$ cat config.mk
export PLATFORM = sky130hd
export DESIGN_NAME = acr_regs
export DESIGN_NICKNAME = d
export VERILOG_FILES = /design/src/verilog/acr_pkg.sv /design/src/verilog/acr_regs.sv
export VERILOG_INCLUDE_DIRS = /design/src /design/src/verilog
export SDC_FILE = /design/constraint.sdc
export NUM_CORES = 1
export LEC_CHECK = 0
export ABC_AREA = 0
export BUFFER_PORTS_ARGS = -buffer_cell sky130_fd_sc_hd__buf_4
export CORE_MARGIN = 1
export CORE_UTILIZATION = 51
export DETAILED_ROUTE_END_ITERATION = 6
export PLACE_DENSITY = 0.74
export SLEW_MARGIN = 15
export SYNTH_ARGS = -nofsm -noshare
export SYNTH_HDL_FRONTEND = slang
export SYNTH_SLANG_ARGS = --single-unit
$ cat constraint.sdc
create_clock -name core_clk -period 2.2 [get_ports core_clk]
set_input_delay 0.22 -clock core_clk [delete_from_list [all_inputs] [get_ports core_clk]]
set_output_delay 0.22 -clock core_clk [all_outputs]
set_load 0.005 [all_outputs]
$ cat src/verilog/acr_params.svh
// Purpose: offsets, reset values and timing figures of the amp config bank
// Assumes: included by its bare name
// Notes: definitions only
`ifndef ACR_PARAMS_SVH
`define ACR_PARAMS_SVH
`define ACR_ADDR_CLOCK 8'h01
`define ACR_ADDR_INPUT 8'h02
`define ACR_ADDR_AUX 8'h03
`define ACR_ADDR_OUTPUT 8'h04
`define ACR_RST_CLOCK 8'h90
`define ACR_RST_INPUT 8'h40
`define ACR_RST_AUX 8'h04
`define ACR_RST_OUTPUT 8'h00
`define ACR_CLK_HZ 25000000
`define ACR_MID_32_44_HZ 38050
`define ACR_MID_44_48_HZ 46050
`define ACR_MID_48_96_HZ 72000
`define ACR_SKEW_DEPTH 16
`define ACR_NCH 3
`endif

$ cat src/verilog/acr_pkg.sv
// Purpose: types of the amp config bank
// Assumes: nothing
// Notes: register index and decoded modes
package acr_pkg;
  typedef enum logic [2:0] {ACR_NONE, ACR_CLOCK, ACR_INPUT, ACR_AUX, ACR_OUTPUT} acr_reg_e;
  typedef logic [1:0] acr_rate_t;
endpackage : acr_pkg

$ cat src/verilog/acr_regs.sv
// Purpose: configuration register bank of a digital audio amplifier
// Assumes: one 25 MHz clock; headphone_or_mute_input and frame_clock synchronised here
// Notes: fields drive the datapath as registered outputs
//
// Chosen here: the plain strobed port.
`timescale 1ns/100ps
`include "acr_params.svh"

module acr_regs import acr_pkg::*; (
  input wire logic core_clk,
  input wire logic rstn,
  input wire logic [7:0] addr,
  input wire logic [7:0] wdata,
  input wire logic wr,
  input wire logic rd,
  output logic [7:0] rdata,
  input wire logic headphone_or_mute_input,
  input wire logic frame_clock,
  input wire logic global_powerdown,
  input wire logic [`ACR_NCH-1:0] pwm_in,
  output logic [`ACR_NCH-1:0] pwm_out,
  output logic mute_request,
  output logic headphone_detect,
  output logic modulator_antiphase,
  output logic am_band_shift,
  output logic nominal_clock_valid,
  output logic input_source_select,
  output logic analog_highpass_on,
  output logic [2:0] serial_format_select,
  output logic serial_format_reserved,
  output logic aux_port_on,
  output logic delay_iface_on,
  output logic thermal_warn_on,
  output logic aux_format_select,
  output logic [1:0] aux_right_source,
  output logic [1:0] aux_left_source,
  output logic [1:0] power_stage_layout,
  output logic power_layout_reserved,
  output logic [1:0] logic_pwm_mapping,
  output logic [3:0] channel_skew
);

  function automatic acr_reg_e reg_index(input logic [7:0] a);
    case (a)
      `ACR_ADDR_CLOCK: reg_index = ACR_CLOCK;
      `ACR_ADDR_INPUT: reg_index = ACR_INPUT;
      `ACR_ADDR_AUX: reg_index = ACR_AUX;
      `ACR_ADDR_OUTPUT: reg_index = ACR_OUTPUT;
      default: reg_index = ACR_NONE;
    endcase
  endfunction : reg_index

  logic [7:0] clock_setup;
  logic [7:0] input_setup;
  logic [7:0] aux_port_setup;
  logic [7:0] output_setup;
  acr_rate_t detected_rate;
  logic [1:0] nominal_clock_select;

  assign nominal_clock_select = clock_setup[5:4];

  // Plain register writes
  always_ff @(posedge core_clk or negedge rstn) begin
    if (!rstn) begin
      clock_setup <= `ACR_RST_CLOCK;
      input_setup <= `ACR_RST_INPUT;
      aux_port_setup <= `ACR_RST_AUX;
    end else if (wr) begin
      case (reg_index(addr))
        ACR_CLOCK: clock_setup <= wdata;
        // Rate and reserved bits not stored
        ACR_INPUT: input_setup <= {wdata[7:6], 3'h0, wdata[2:0]};
        ACR_AUX: aux_port_setup <= wdata;
        default: ;
      endcase
    end
  end

  // Layout and skew locked unless powered down
  always_ff @(posedge core_clk or negedge rstn) begin
    if (!rstn) begin
      output_setup <= `ACR_RST_OUTPUT;
    end else if (wr && reg_index(addr) == ACR_OUTPUT) begin
      output_setup[5:4] <= wdata[5:4];
      if (global_powerdown) begin
        output_setup[7:6] <= wdata[7:6];
        output_setup[3:0] <= wdata[3:0];
      end
    end
  end

  // Read data, one cycle after the strobe
  always_ff @(posedge core_clk or negedge rstn) begin
    if (!rstn) begin
      rdata <= 8'h00;
    end else if (rd) begin
      case (reg_index(addr))
        ACR_CLOCK: rdata <= clock_setup;
        ACR_INPUT: rdata <= {input_setup[7:6], 1'b0, detected_rate, input_setup[2:0]};
        ACR_AUX: rdata <= aux_port_setup;
        ACR_OUTPUT: rdata <= output_setup;
        default: rdata <= 8'h00;
      endcase
    end else begin
      rdata <= 8'h00;
    end
  end

  // Pin synchronisers
  logic pin_s1;
  logic pin_s2;
  logic fck_s1;
  logic fck_s2;
  logic fck_s3;
  always_ff @(posedge core_clk or negedge rstn) begin
    if (!rstn) begin
      pin_s1 <= 1'b0;
      pin_s2 <= 1'b0;
      fck_s1 <= 1'b0;
      fck_s2 <= 1'b0;
      fck_s3 <= 1'b0;
    end else begin
      pin_s1 <= headphone_or_mute_input;
      pin_s2 <= pin_s1;
      fck_s1 <= frame_clock;
      fck_s2 <= fck_s1;
      fck_s3 <= fck_s2;
    end
  end

  logic pin_active;
  assign pin_active = ~(pin_s2 ^ clock_setup[3]);

  always_ff @(posedge core_clk or negedge rstn) begin
    if (!rstn) begin
      mute_request <= 1'b0;
      headphone_detect <= 1'b0;
    end else begin
      mute_request <= pin_active & ~clock_setup[2];
      headphone_detect <= pin_active & clock_setup[2];
    end
  end

  // Frame period in core clocks, thresholds at midpoints
  logic [9:0] period_cnt;
  logic frame_edge;
  assign frame_edge = fck_s2 & ~fck_s3;

  always_ff @(posedge core_clk or negedge rstn) begin
    if (!rstn) begin
      period_cnt <= 10'h000;
      detected_rate <= 2'h0;
    end else if (frame_edge) begin
      period_cnt <= 10'h001;
      // detect only with a valid select
      if (nominal_clock_select != 2'h3) begin
        if (period_cnt > 10'(`ACR_CLK_HZ / `ACR_MID_32_44_HZ)) begin
          detected_rate <= 2'h0;
        end else if (period_cnt > 10'(`ACR_CLK_HZ / `ACR_MID_44_48_HZ)) begin
          detected_rate <= 2'h1;
        end else if (period_cnt > 10'(`ACR_CLK_HZ / `ACR_MID_48_96_HZ)) begin
          detected_rate <= 2'h2;
        end else begin
          detected_rate <= 2'h3;
        end
      end
    end else if (period_cnt != 10'h3ff) begin
      period_cnt <= period_cnt + 10'h001;
    end
  end

  // Decoded fields to the datapath
  always_ff @(posedge core_clk or negedge rstn) begin
    if (!rstn) begin
      modulator_antiphase <= 1'b0;
      am_band_shift <= 1'b0;
      nominal_clock_valid <= 1'b1;
      input_source_select <= 1'b0;
      analog_highpass_on <= 1'b1;
      serial_format_select <= 3'h0;
      serial_format_reserved <= 1'b0;
      aux_port_on <= 1'b0;
      delay_iface_on <= 1'b0;
      thermal_warn_on <= 1'b0;
      aux_format_select <= 1'b0;
      aux_right_source <= 2'h1;
      aux_left_source <= 2'h0;
      power_stage_layout <= 2'h0;
      power_layout_reserved <= 1'b0;
      logic_pwm_mapping <= 2'h0;
      channel_skew <= 4'h0;
    end else begin
      modulator_antiphase <= clock_setup[1];
      am_band_shift <= clock_setup[0];
      nominal_clock_valid <= nominal_clock_select != 2'h3;
      input_source_select <= input_setup[7];
      analog_highpass_on <= input_setup[6];
      serial_format_select <= input_setup[2:0];
      serial_format_reserved <= input_setup[2:1] == 2'h3;
      aux_port_on <= aux_port_setup[7];
      delay_iface_on <= aux_port_setup[6:5] == 2'h1;
      thermal_warn_on <= aux_port_setup[6:5] == 2'h2;
      aux_format_select <= aux_port_setup[4];
      aux_right_source <= aux_port_setup[3:2];
      aux_left_source <= aux_port_setup[1:0];
      power_stage_layout <= output_setup[7:6];
      power_layout_reserved <= output_setup[7:6] == 2'h3;
      logic_pwm_mapping <= output_setup[5:4];
      channel_skew <= output_setup[3:0];
    end
  end

  // Per-channel skew delay line
  genvar ch;
  generate
    for (ch = 0; ch < `ACR_NCH; ch++) begin : g_skew
      logic [`ACR_SKEW_DEPTH-1:0] line;
      always_ff @(posedge core_clk or negedge rstn) begin
        if (!rstn) begin
          line <= '0;
          pwm_out[ch] <= 1'b0;
        end else begin
          line <= {line[`ACR_SKEW_DEPTH-2:0], pwm_in[ch]};
          pwm_out[ch] <= (output_setup[3:0] == 4'h0) ? pwm_in[ch] : line[output_setup[3:0] - 4'h1];
        end
      end
    end
  endgenerate
endmodule : acr_regs

==> flow_metrics.py, run 1 <==
metrics = {
    "run_status": {
        "status": "finished, final reports clean",
    },
    "synthesis": {
        "ys_ff_latch": 133,
        "synth_edf_count": 0,
        "synthArstFlopShare_pct": 100,
        "synth.distinct_cells": 53,
        "ys_warn_count": 0,
        "netlist_top_cells_area": "dfrtp_1, mux2_2, mux4_2",
        "syn-num-nets": 363,
        "avgSynthCellArea_um2": 15.3,
        "synth_sequential_area_ratio_pct": 65.6,
        "post-synth-top-area-fraction_pct": 62.0,
        "netlist_instances": 332,
        "ys.flop_type": "dfrtp_1",
        "yosys.area.top_type": "dfrtp_1",
        "syn_area_um2": 5090,
    },
    "route": {
        "vias": 3098,
        "via_per_inst": 5.42,
        "drt-wirelength-per-cell_um": 17.4,
        "postRouteAntennaNets": 0,
        "drcViolationCount": 0,
        "routed_wl_mm": 9.96,
        "drt-pass1-iter-count": 4,
        "first_iter_violations": 162,
    },
    "power_and_ir_drop": {
        "vdd_drop_max_mv": 0.452,
        "power.leakage_nw": 3.01,
        "power_density_nw_per_um2": 936,
    },
    "die": {
        "rows": 36,
        "core_um2": 9730,
        "start_util_pct": 52.3,
        "die_h_um": 102,
        "pin_count": 65,
        "die_x_um": 102,
        "dieArea_um2": 10400,
    },
    "critical_path": {
        "critical_path.top_delay_family": "XOR/XNOR gates",
        "cp-end-kind": "flip-flop",
        "crit_arrival_ps": 2300,
        "timing.rr.start": "output_setup[1]",
        "critPathLaunchType": "flip-flop",
        "worstPathMaxFanout": 6,
        "crit_path_start": "output_setup[1]",
        "slowest_delay_ps": 420,
        "worstSetupPathType": "reg2reg",
        "rrSetupSlack_ps": 280,
        "r2r_cells": 6,
        "critPathSlowestCell": "xor2_2",
        "critPathRequiredTime_ps": 2580,
        "path_buf_inv": 1,
        "crit_chain": "inv_1 -> ha_1 -> xor2_2 -> mux2_2 -> o32ai_1 -> a21oi_1",
        "worstReg2RegEnd": "pwm_out[0]",
    },
    "timing": {
        "final-setup-viol-count": 0,
        "finalSetupTns_ps": 0,
        "hold_slack_ps": 53.8,
        "slew_viol_final": 0,
        "post-route-period-util_pct": 87.3,
        "worstMarginPinSlew_ps": 528,
        "hold_viol": 0,
        "final.setup_skew_ps": 6.01,
        "rsz0062_at_grt": "no",
        "max_freq_mhz": 520,
        "fin_crit_ps": 1920,
        "relSlewSlack_pct": 64.7,
    },
    "clock_tree": {
        "root_buffer": "clkbuf_8",
        "cts_tree": "yes",
        "htree_levels": 4,
        "cts_made_buffers": 17,
        "clk_transition_reported_paths_ps": 60,
        "max-clock-path-buffers": 2,
        "cts_setup_buffers": 0,
        "cts_num_sinks": 133,
        "clk_latency_ps": 520,
    },
    "finish": {
        "layout_commonest_cell": "dfrtp_1",
        "diodes": 0,
        "final_cell_mix": "dfrtp_1, buf_4, mux2_2, nor2_1, clkbuf_16",
        "fill_cells": 692,
        "nets": 457,
        "area_growth_syn_to_layout_pct": 28.7,
        "drive_above_1_share_pct": 39.2,
    },
    "placed_design": {
        "place.gp.congestion": 0.839,
        "place_hpwl_mm": 6.49,
        "io_buffers": 64,
    },
    "min_path": {
        "worstHoldStart": "addr[4]",
        "hold_end": "rdata[3]",
        "holdCritPathClass": "in2reg",
        "holdPathStages": 4,
    },
    "global_route": {
        "grt_first_pass_wirelength_mm": 16.3,
        "grt_max_degree": 58,
        "grt_overflow_total": 0,
        "antenna_found_initial": 0,
        "grt_usage_pct": 21.4,
        "grt_pass1_vias": 3151,
    },
    "run": {
        "max_cap_viol_count": 0,
    },
}
-- state kept, by name, indices dropped and copies added (netlist names), 2 cells and up --
name                  cells
g_skew.line              48
period_cnt               10
power_stage_layout        2
pwm_out                   3
channel_skew              4
aux_right_source          2
serial_format_select      3
aux_port_setup            8
detected_rate             2
output_setup              8
rdata                     8
clock_setup               8
logic_pwm_mapping         2
aux_left_source           2
input_setup               5
-- cells in the mapped netlist, types with 4 or more instances --
library cell  number
a22o_1             7
nand2_1           10
o21ai_0            5
and2_1             4
ha_1               5
dfrtp_1          126
dfstp_2            7
inv_1              5
mux2i_1            6
a22oi_1            6
nand2b_1           4
buf_2              4
nor2b_1            4
nand3_1            4
mux2_2            38
a21oi_1            9
a31oi_1            5
clkbuf_1           4
nor2_1            16
mux4_2            12
-- how the worst max path moves through the flow --
stage                  to  slack (ps)  cells after the start
6_report       pwm_out[0]         280                      6
3_3_place_gp   pwm_out[0]         370                      6
5_1_grt        pwm_out[0]         170                      6
4_1_cts        pwm_out[0]         260                      6
2_1_floorplan  pwm_out[0]         120                      9
3_5_place_dp   pwm_out[0]         320                      6
-- tightest hold or removal path: stages --
cell,delay [ps]
buf_4,90
nor4_4,50
o21ai_0,90
a21oi_1,70
-- layer usage --
metal	vias up	part of all wire, %	wire length, um	GRT usage, %
met5	-	0	0	0
met4	0	1.4	136	8.13
met3	14	4.2	414	5.81
met2	82	50	4990	33.6
met1	1598	44	4420	28.8
li1	1404	-	-	-
-- timing repair --
item	in CTS	in global routing
endpoints found under the hold margin	63	0
hold buffers	14	0
resized for setup	0	0
setup endpoints to repair	0	0
-- per-stage QoR --
step / cell area, um2 / power, W / instances / utilization (%) / setup slack, ps
6_report: 6550 / 0.00612 / 572 / 67.3 / 278
5_1_grt: 6550 / 0.00635 / 572 / 67.3 / 172
4_1_cts: 6550 / 0.00617 / 572 / 67.3 / 263
3_5_place_dp: 5760 / 0.00313 / 526 / 59.2 / 325
3_3_place_gp: 5760 / 0.00311 / 526 / 59.2 / 368
2_1_floorplan: 5090 / 0.00291 / 332 / - / 119
-- power by group --
group,total (W),internal [W],switching (W)
combinational,0.000419,0.000216,0.000202
sequential,0.00269,0.00258,0.000105
clock,0.00302,0.00201,0.00101
-- area by class of cell --
class / count / area (um2) / area share [%]
clock buffers: 19 / 442 / 6.75
clock inverters: 13 / 204 / 3.12
inverters: 5 / 18.8 / 0.287
multi-input cells: 182 / 1670 / 25.4
flip-flops and latches: 133 / 3340 / 51.0
well taps: 133 / 166 / 2.54
repair buffers: 87 / 713 / 10.9
-- kinds of logic after synthesis --
kind of cell | count (synthesis) | share of synthesized area, %
adder cells (fa/ha/maj) | 5 | 1.23
AND/OR/NAND/NOR | 69 | 9.08
buffers and inverters | 17 | 1.65
XOR/XNOR | 5 | 1.01
flip-flops | 133 | 65.6
AO/OA/AOI/OAI | 47 | 6.52
multiplexers | 56 | 14.9
Note: power is estimated with default switching activity, not from simulation.
==> inputs of run 2 (changes only) <==
Settings changed: ABC_AREA 0 to 1.
==> flow_metrics.py, run 2 <==
metrics = {
    "route": {
        "vias": 4100,
        "routed_wl_mm": 11.7,
        "postRouteAntennaNets": 0,
        "drt-wirelength-per-cell_um": 14.6,
        "drt-pass1-iter-count": 5,
        "via_per_inst": 5.11,
        "first_iter_violations": 294,
        "drcViolationCount": 0,
    },
    "power_and_ir_drop": {
        "vdd_drop_max_mv": 0.529,
        "p_sw_w": 0.00140,
        "comb_power_share_pct": 7.4,
        "power_density_nw_per_um2": 911,
        "seq_power_share_pct": 43.8,
        "p_int_w": 0.00474,
        "power.share.clock_pct": 48.8,
        "switching_share_pct": 22.8,
        "power.leakage_nw": 3.48,
    },
    "placed_design": {
        "pre_cts_slack_ps": 382,
        "placed_area_um2": 6020,
        "io_buffers": 64,
        "place.gp.congestion": 0.837,
        "place_hpwl_mm": 7.49,
    },
    "clock_tree": {
        "cts_tree": "yes",
        "cts_made_buffers": 17,
        "root_buffer": "clkbuf_8",
        "cts_setup_buffers": 0,
        "htree_levels": 4,
        "clk_transition_reported_paths_ps": 60,
        "clk_latency_ps": 520,
        "max-clock-path-buffers": 2,
        "cts_num_sinks": 133,
    },
    "timing": {
        "slew_viol_final": 0,
        "hold_viol": 0,
        "setup_slack_ps": 497,
        "relSlewSlack_pct": 51.8,
        "post-route-period-util_pct": 77.4,
        "max_freq_mhz": 587,
        "final.setup_skew_ps": 7.88,
        "worstMarginPinSlew_ps": 723,
        "final-setup-viol-count": 0,
        "rsz0062_at_grt": "no",
        "fin_crit_ps": 1700,
        "finalSetupTns_ps": 0,
        "hold_slack_ps": 9.46,
    },
    "synthesis": {
        "netlist_top_cells_area": "dfrtp_1, nand2_1, nand3_1",
        "ys_warn_count": 0,
        "synth_edf_count": 0,
        "synth_sequential_area_ratio_pct": 61.8,
        "netlist_instances": 571,
        "synthArstFlopShare_pct": 100,
        "synth_top_cells_by_count": "nand2_1, dfrtp_1, inv_1",
        "ys.flop_type": "dfrtp_1",
        "avgSynthCellArea_um2": 9.46,
        "syn_area_um2": 5400,
        "synth.distinct_cells": 32,
        "syn-num-nets": 602,
        "yosys.area.top_type": "dfrtp_1",
        "post-synth-top-area-fraction_pct": 58.4,
        "ys_ff_latch": 133,
        "synth_most_common_cell": "nand2_1",
    },
    "min_path": {
        "hold_end": "clock_setup[3]",
        "holdCritPathClass": "in2reg",
        "holdPathStages": 3,
        "worstHoldStart": "wdata[3]",
    },
    "die": {
        "die_x_um": 105,
        "core_um2": 10300,
        "die_h_um": 105,
        "rows": 37,
        "pin_count": 65,
        "start_util_pct": 52.5,
        "dieArea_um2": 11000,
    },
    "critical_path": {
        "cp-end-kind": "flip-flop",
        "rrSetupSlack_ps": 500,
        "r2r_cells": 8,
        "timing.rr.start": "output_setup[1]",
        "worstSetupPathType": "reg2reg",
        "critPathLaunchType": "flip-flop",
        "crit_arrival_ps": 2110,
        "critPathRequiredTime_ps": 2610,
        "worstPathMaxFanout": 6,
        "worstReg2RegEnd": "pwm_out[0]",
    },
    "finish": {
        "nets": 684,
        "layout_commonest_cell": "nand2_1",
        "finalInstanceArea_um2": 6740,
        "final_cell_mix": "nand2_1, dfrtp_1, inv_1, nand3_1, buf_4",
        "diodes": 0,
        "top_register": "g_skew.line",
        "reg_top3": "g_skew.line (48), period_cnt (10)",
        "largest_register_ffs": 48,
        "utilization_pct": 65.6,
        "area_growth_syn_to_layout_pct": 24.8,
        "fill_cells": 794,
        "drive_above_1_share_pct": 21.8,
    },
    "global_route": {
        "grt_first_pass_wirelength_mm": 20.1,
        "grt_max_degree": 134,
        "grt_pass1_vias": 4199,
        "grt_usage_pct": 23.6,
        "antenna_found_initial": 0,
        "grt_overflow_total": 0,
    },
    "run": {
        "max_cap_viol_count": 0,
    },
    "run_status": {
        "status": "finished, final reports clean",
    },
}
run 2: changes by cell type in the layout (fill, tap and decap cells not counted), sizes merged, moves of 21 or more:
cell	delta
o21ai	+34
mux2	-38
inv	+75
nor2	+21
nand2	+155
nand3	+71
run 2: through the flow:
step	cells	total power (W)
CTS	802	0.00619
global route	802	0.00637
detailed placement	762	0.00317
global placement	762	0.00316
finish	802	0.00614
floorplan	571	0.00296
run 2: worst max path at each step:
stage               startpoint               to  slack [ps]  depth (start not counted)
6_report       output_setup[1]       pwm_out[0]         500                          8
5_1_grt        output_setup[1]       pwm_out[0]         340                          8
4_1_cts        output_setup[1]       pwm_out[0]         530                          8
3_5_place_dp           addr[5]  output_setup[1]         380                          7
3_3_place_gp           addr[5]  output_setup[1]         410                          7
2_1_floorplan  output_setup[0]       pwm_out[0]         340                         12
run 2: timing repair:
action | in CTS | in global routing
resized for setup | 0 | 0
hold buffers | 8 | 0
hold endpoints to repair | 137 | 0
setup endpoints to repair | 0 | 0
run 2: worst max-delay path, stage by stage (launching register included):
cell and delay (ps):
dfrtp_1 400, inv_1 120, ha_1 230, xor2_1 410, nand3_1 140, nand3_1 110, nand2_1 60, nand2_1 50
nand2_1 60
run 2: area by class of cell:
cell class / count / area [um2] / share of cell area [%]
multi-input cells: 345 / 1690 / 25.1
flip-flops and latches: 133 / 3340 / 49.5
well taps: 136 / 170 / 2.52
repair buffers: 76 / 603 / 8.95
clock buffers: 22 / 473 / 7.02
inverters: 80 / 300 / 4.46
clock inverters: 10 / 168 / 2.49
run 2: per-layer routing:
| metal | global-route usage (%) | up-vias | routed length, um |
|---|---|---|---|
| met2 | 38.3 | 133 | 5770 |
| met5 | 0 | - | 0 |
| met1 | 30.5 | 1976 | 5030 |
| li1 | - | 1968 | - |
| met4 | 9.96 | 0 | 221 |
| met3 | 5.80 | 23 | 648 |
run 2: power groups by stage:
| stage | registers (W) | clock network [W] | logic (W) |
|---|---|---|---|
| floorplan | 0.00270 | 0 | 0.000253 |
| global placement | 0.00273 | 0 | 0.000430 |
| detailed placement | 0.00273 | 0 | 0.000442 |
| CTS | 0.00269 | 0.00304 | 0.000460 |
| global route | 0.00271 | 0.00313 | 0.000526 |
| finish | 0.00269 | 0.00300 | 0.000454 |
run 2: logic make-up (layout without fill, tap and decap cells):
family,count (synthesis),in the layout,synth area share (%)
AO/OA/AOI/OAI,47,47,5.70
XOR/XNOR,4,4,0.649
adder cells (fa/ha/maj),5,5,1.16
buffers and inverters,93,188,6.93
flip-flops,133,133,61.8
AND/OR/NAND/NOR,289,289,23.8
==> inputs of run 3 (changes only) <==
Settings changed: ABC_AREA 1 to 0, PLACE_DENSITY 0.74 to 0.72.
Clock period 2.2 ns to 1.6 ns, I/O delays scaled along.
==> flow_metrics.py, run 3 (synthesized netlist as in run 1, its figures left out) <==
metrics = {
    "die": {
        "start_util_pct": 52.3,
        "dieArea_um2": 10400,
        "rows": 36,
        "core_um2": 9730,
        "pin_count": 65,
        "die_h_um": 102,
        "die_x_um": 102,
    },
    "clock_tree": {
        "htree_levels": 4,
        "cts_made_buffers": 17,
        "max-clock-path-buffers": 2,
        "cts_tree": "yes",
        "cts_num_sinks": 133,
        "clk_latency_ps": 520,
        "clk_transition_reported_paths_ps": 60,
        "root_buffer": "clkbuf_8",
    },
    "power_and_ir_drop": {
        "vdd_drop_max_mv": 0.679,
        "power_density_nw_per_um2": 1230,
        "power.leakage_nw": 3.14,
    },
    "timing": {
        "hold_viol": 0,
        "slew_viol_final": 0,
        "final.setup_skew_ps": 5.54,
        "max_freq_mhz": 594,
        "final-setup-viol-count": 3,
        "rsz0062_at_grt": "yes",
        "worstMarginPinSlew_ps": 599,
        "post-route-period-util_pct": 105,
        "relSlewSlack_pct": 60.0,
        "setup_slack_ps": -84.1,
        "hold_slack_ps": 81.7,
        "fin_crit_ps": 1680,
    },
    "global_route": {
        "grt_first_pass_wirelength_mm": 16.8,
        "grtUsageMet2_pct": 35.5,
        "grt_overflow_total": 0,
        "grt_max_degree": 36,
        "grt_usage_pct": 22.3,
        "globalRoute.busiestLayer": "met2",
        "antenna_found_initial": 0,
        "grt_pass1_vias": 3303,
        "grt_use_met1_pct": 29.4,
        "met3_usage_pct": 6.29,
    },
    "route": {
        "drt-wirelength-per-cell_um": 17.4,
        "drt-pass1-iter-count": 4,
        "via_per_inst": 5.37,
        "routed_wl_mm": 10.4,
        "drcViolationCount": 0,
        "vias": 3195,
        "postRouteAntennaNets": 0,
        "first_iter_violations": 104,
    },
    "finish": {
        "nets": 480,
        "diodes": 0,
        "utilization_pct": 70.2,
        "multi_input_area_um2": 1730,
        "fill_cells": 677,
        "largest_register_ffs": 48,
        "final_cell_mix": "dfrtp_1, buf_4, mux2_2, nor2_1, clkbuf_16",
        "top_register": "g_skew.line",
        "layout_commonest_cell": "dfrtp_1",
        "drive_above_1_share_pct": 45.2,
        "reg_top3": "g_skew.line (48), period_cnt (10)",
        "area_growth_syn_to_layout_pct": 34.3,
        "seq_area_um2": 3340,
    },
    "critical_path": {
        "worstSetupPathType": "reg2reg",
        "slowest_delay_ps": 420,
        "critPathLaunchType": "flip-flop",
        "critical_path.top_delay_family": "multiplexers",
        "crit_chain": "inv_4 -> ha_4 -> mux4_2 -> mux2_4 -> o32ai_2 -> a21oi_1",
        "worstPathMaxFanout": 9,
        "path_buf_inv": 1,
        "critPathSlowestCell": "dfrtp_2",
        "cp-end-kind": "flip-flop",
        "crit_arrival_ps": 2080,
        "critPathRequiredTime_ps": 2000,
    },
    "run_status": {
        "status": "finished, violations left",
        "violations": "setup timing",
    },
    "min_path": {
        "holdCritPathClass": "in2async",
    },
    "placed_design": {
        "place.gp.congestion": 0.871,
        "io_buffers": 64,
        "place_hpwl_mm": 6.59,
    },
    "run": {
        "max_cap_viol_count": 0,
    },
}
[run 3: cell count changes in the layout (fill, tap and decap cells not counted), sizes merged, moves of 6 or more]
cell / delta
mux2: +38
o21ai: -34
nand3: -71
nor2: -21
inv: -74
a22o: +7
nand2: -155
dlygate4sd3: +6
a22oi: +6
mux4: +12
buf: +28
mux2i: +6
[run 3: where the power goes]
group	total (W)	switching, W	internal, W
clock	0.00405	0.00139	0.00266
sequential	0.00370	0.000154	0.00355
combinational	0.000669	0.000304	0.000364
total	0.00842	0.00185	0.00657
[run 3: per-layer routing]
metal,wire (um),vias up
met5,0,-
met4,134,0
met3,406,13
met2,5180,73
met1,4660,1645
li1,-,1464
[run 3: what timing repair did]
item,CTS,global route
setup endpoints to repair,4,12
pin swaps,3,4
gates cloned,0,0
hold buffers,14,0
gates resized for setup,4,10
buffers inserted,3,2
endpoints found under the hold margin,163,0
[run 3: worst paths after layout]
| kind | startpoint | to | slack (ps) | depth (start not counted) |
|---|---|---|---|---|
| max reg2reg | output_setup[0] | pwm_out[1] | -80 | 6 |
| min reg2reg | fck_s1 | fck_s2 | 350 | 0 |
| max | output_setup[0] | pwm_out[1] | -80 | 6 |
| min | rstn | aux_port_setup[0] | 80 | 2 |
| max in group asynchronous | rstn | aux_port_setup[2] | 860 | 3 |
| min in group core_clk | addr[4] | rdata[3] | 90 | 5 |
[run 3: layout make-up]
class	instances	area share [%]
Clock buffer	21	6.72
Clock inverter	11	2.51
Inverter	5	0.311
Multi-Input combinational cell	182	25.3
Sequential cell	133	48.9
Tap cell	133	2.44
Timing Repair Buffer	110	13.8
[run 3: through the flow]
stage	TNS, ps	setup slack, ps	cell area [um2]	total power [W]	instances
2_1_floorplan	-876	-298	5140	0.00402	332
3_3_place_gp	-166	-69.0	5970	0.00433	544
3_5_place_dp	-315	-115	5970	0.00436	544
4_1_cts	-206	-87.0	6790	0.00847	593
5_1_grt	-429	-150	6830	0.00874	595
6_report	-210	-84.1	6830	0.00842	595
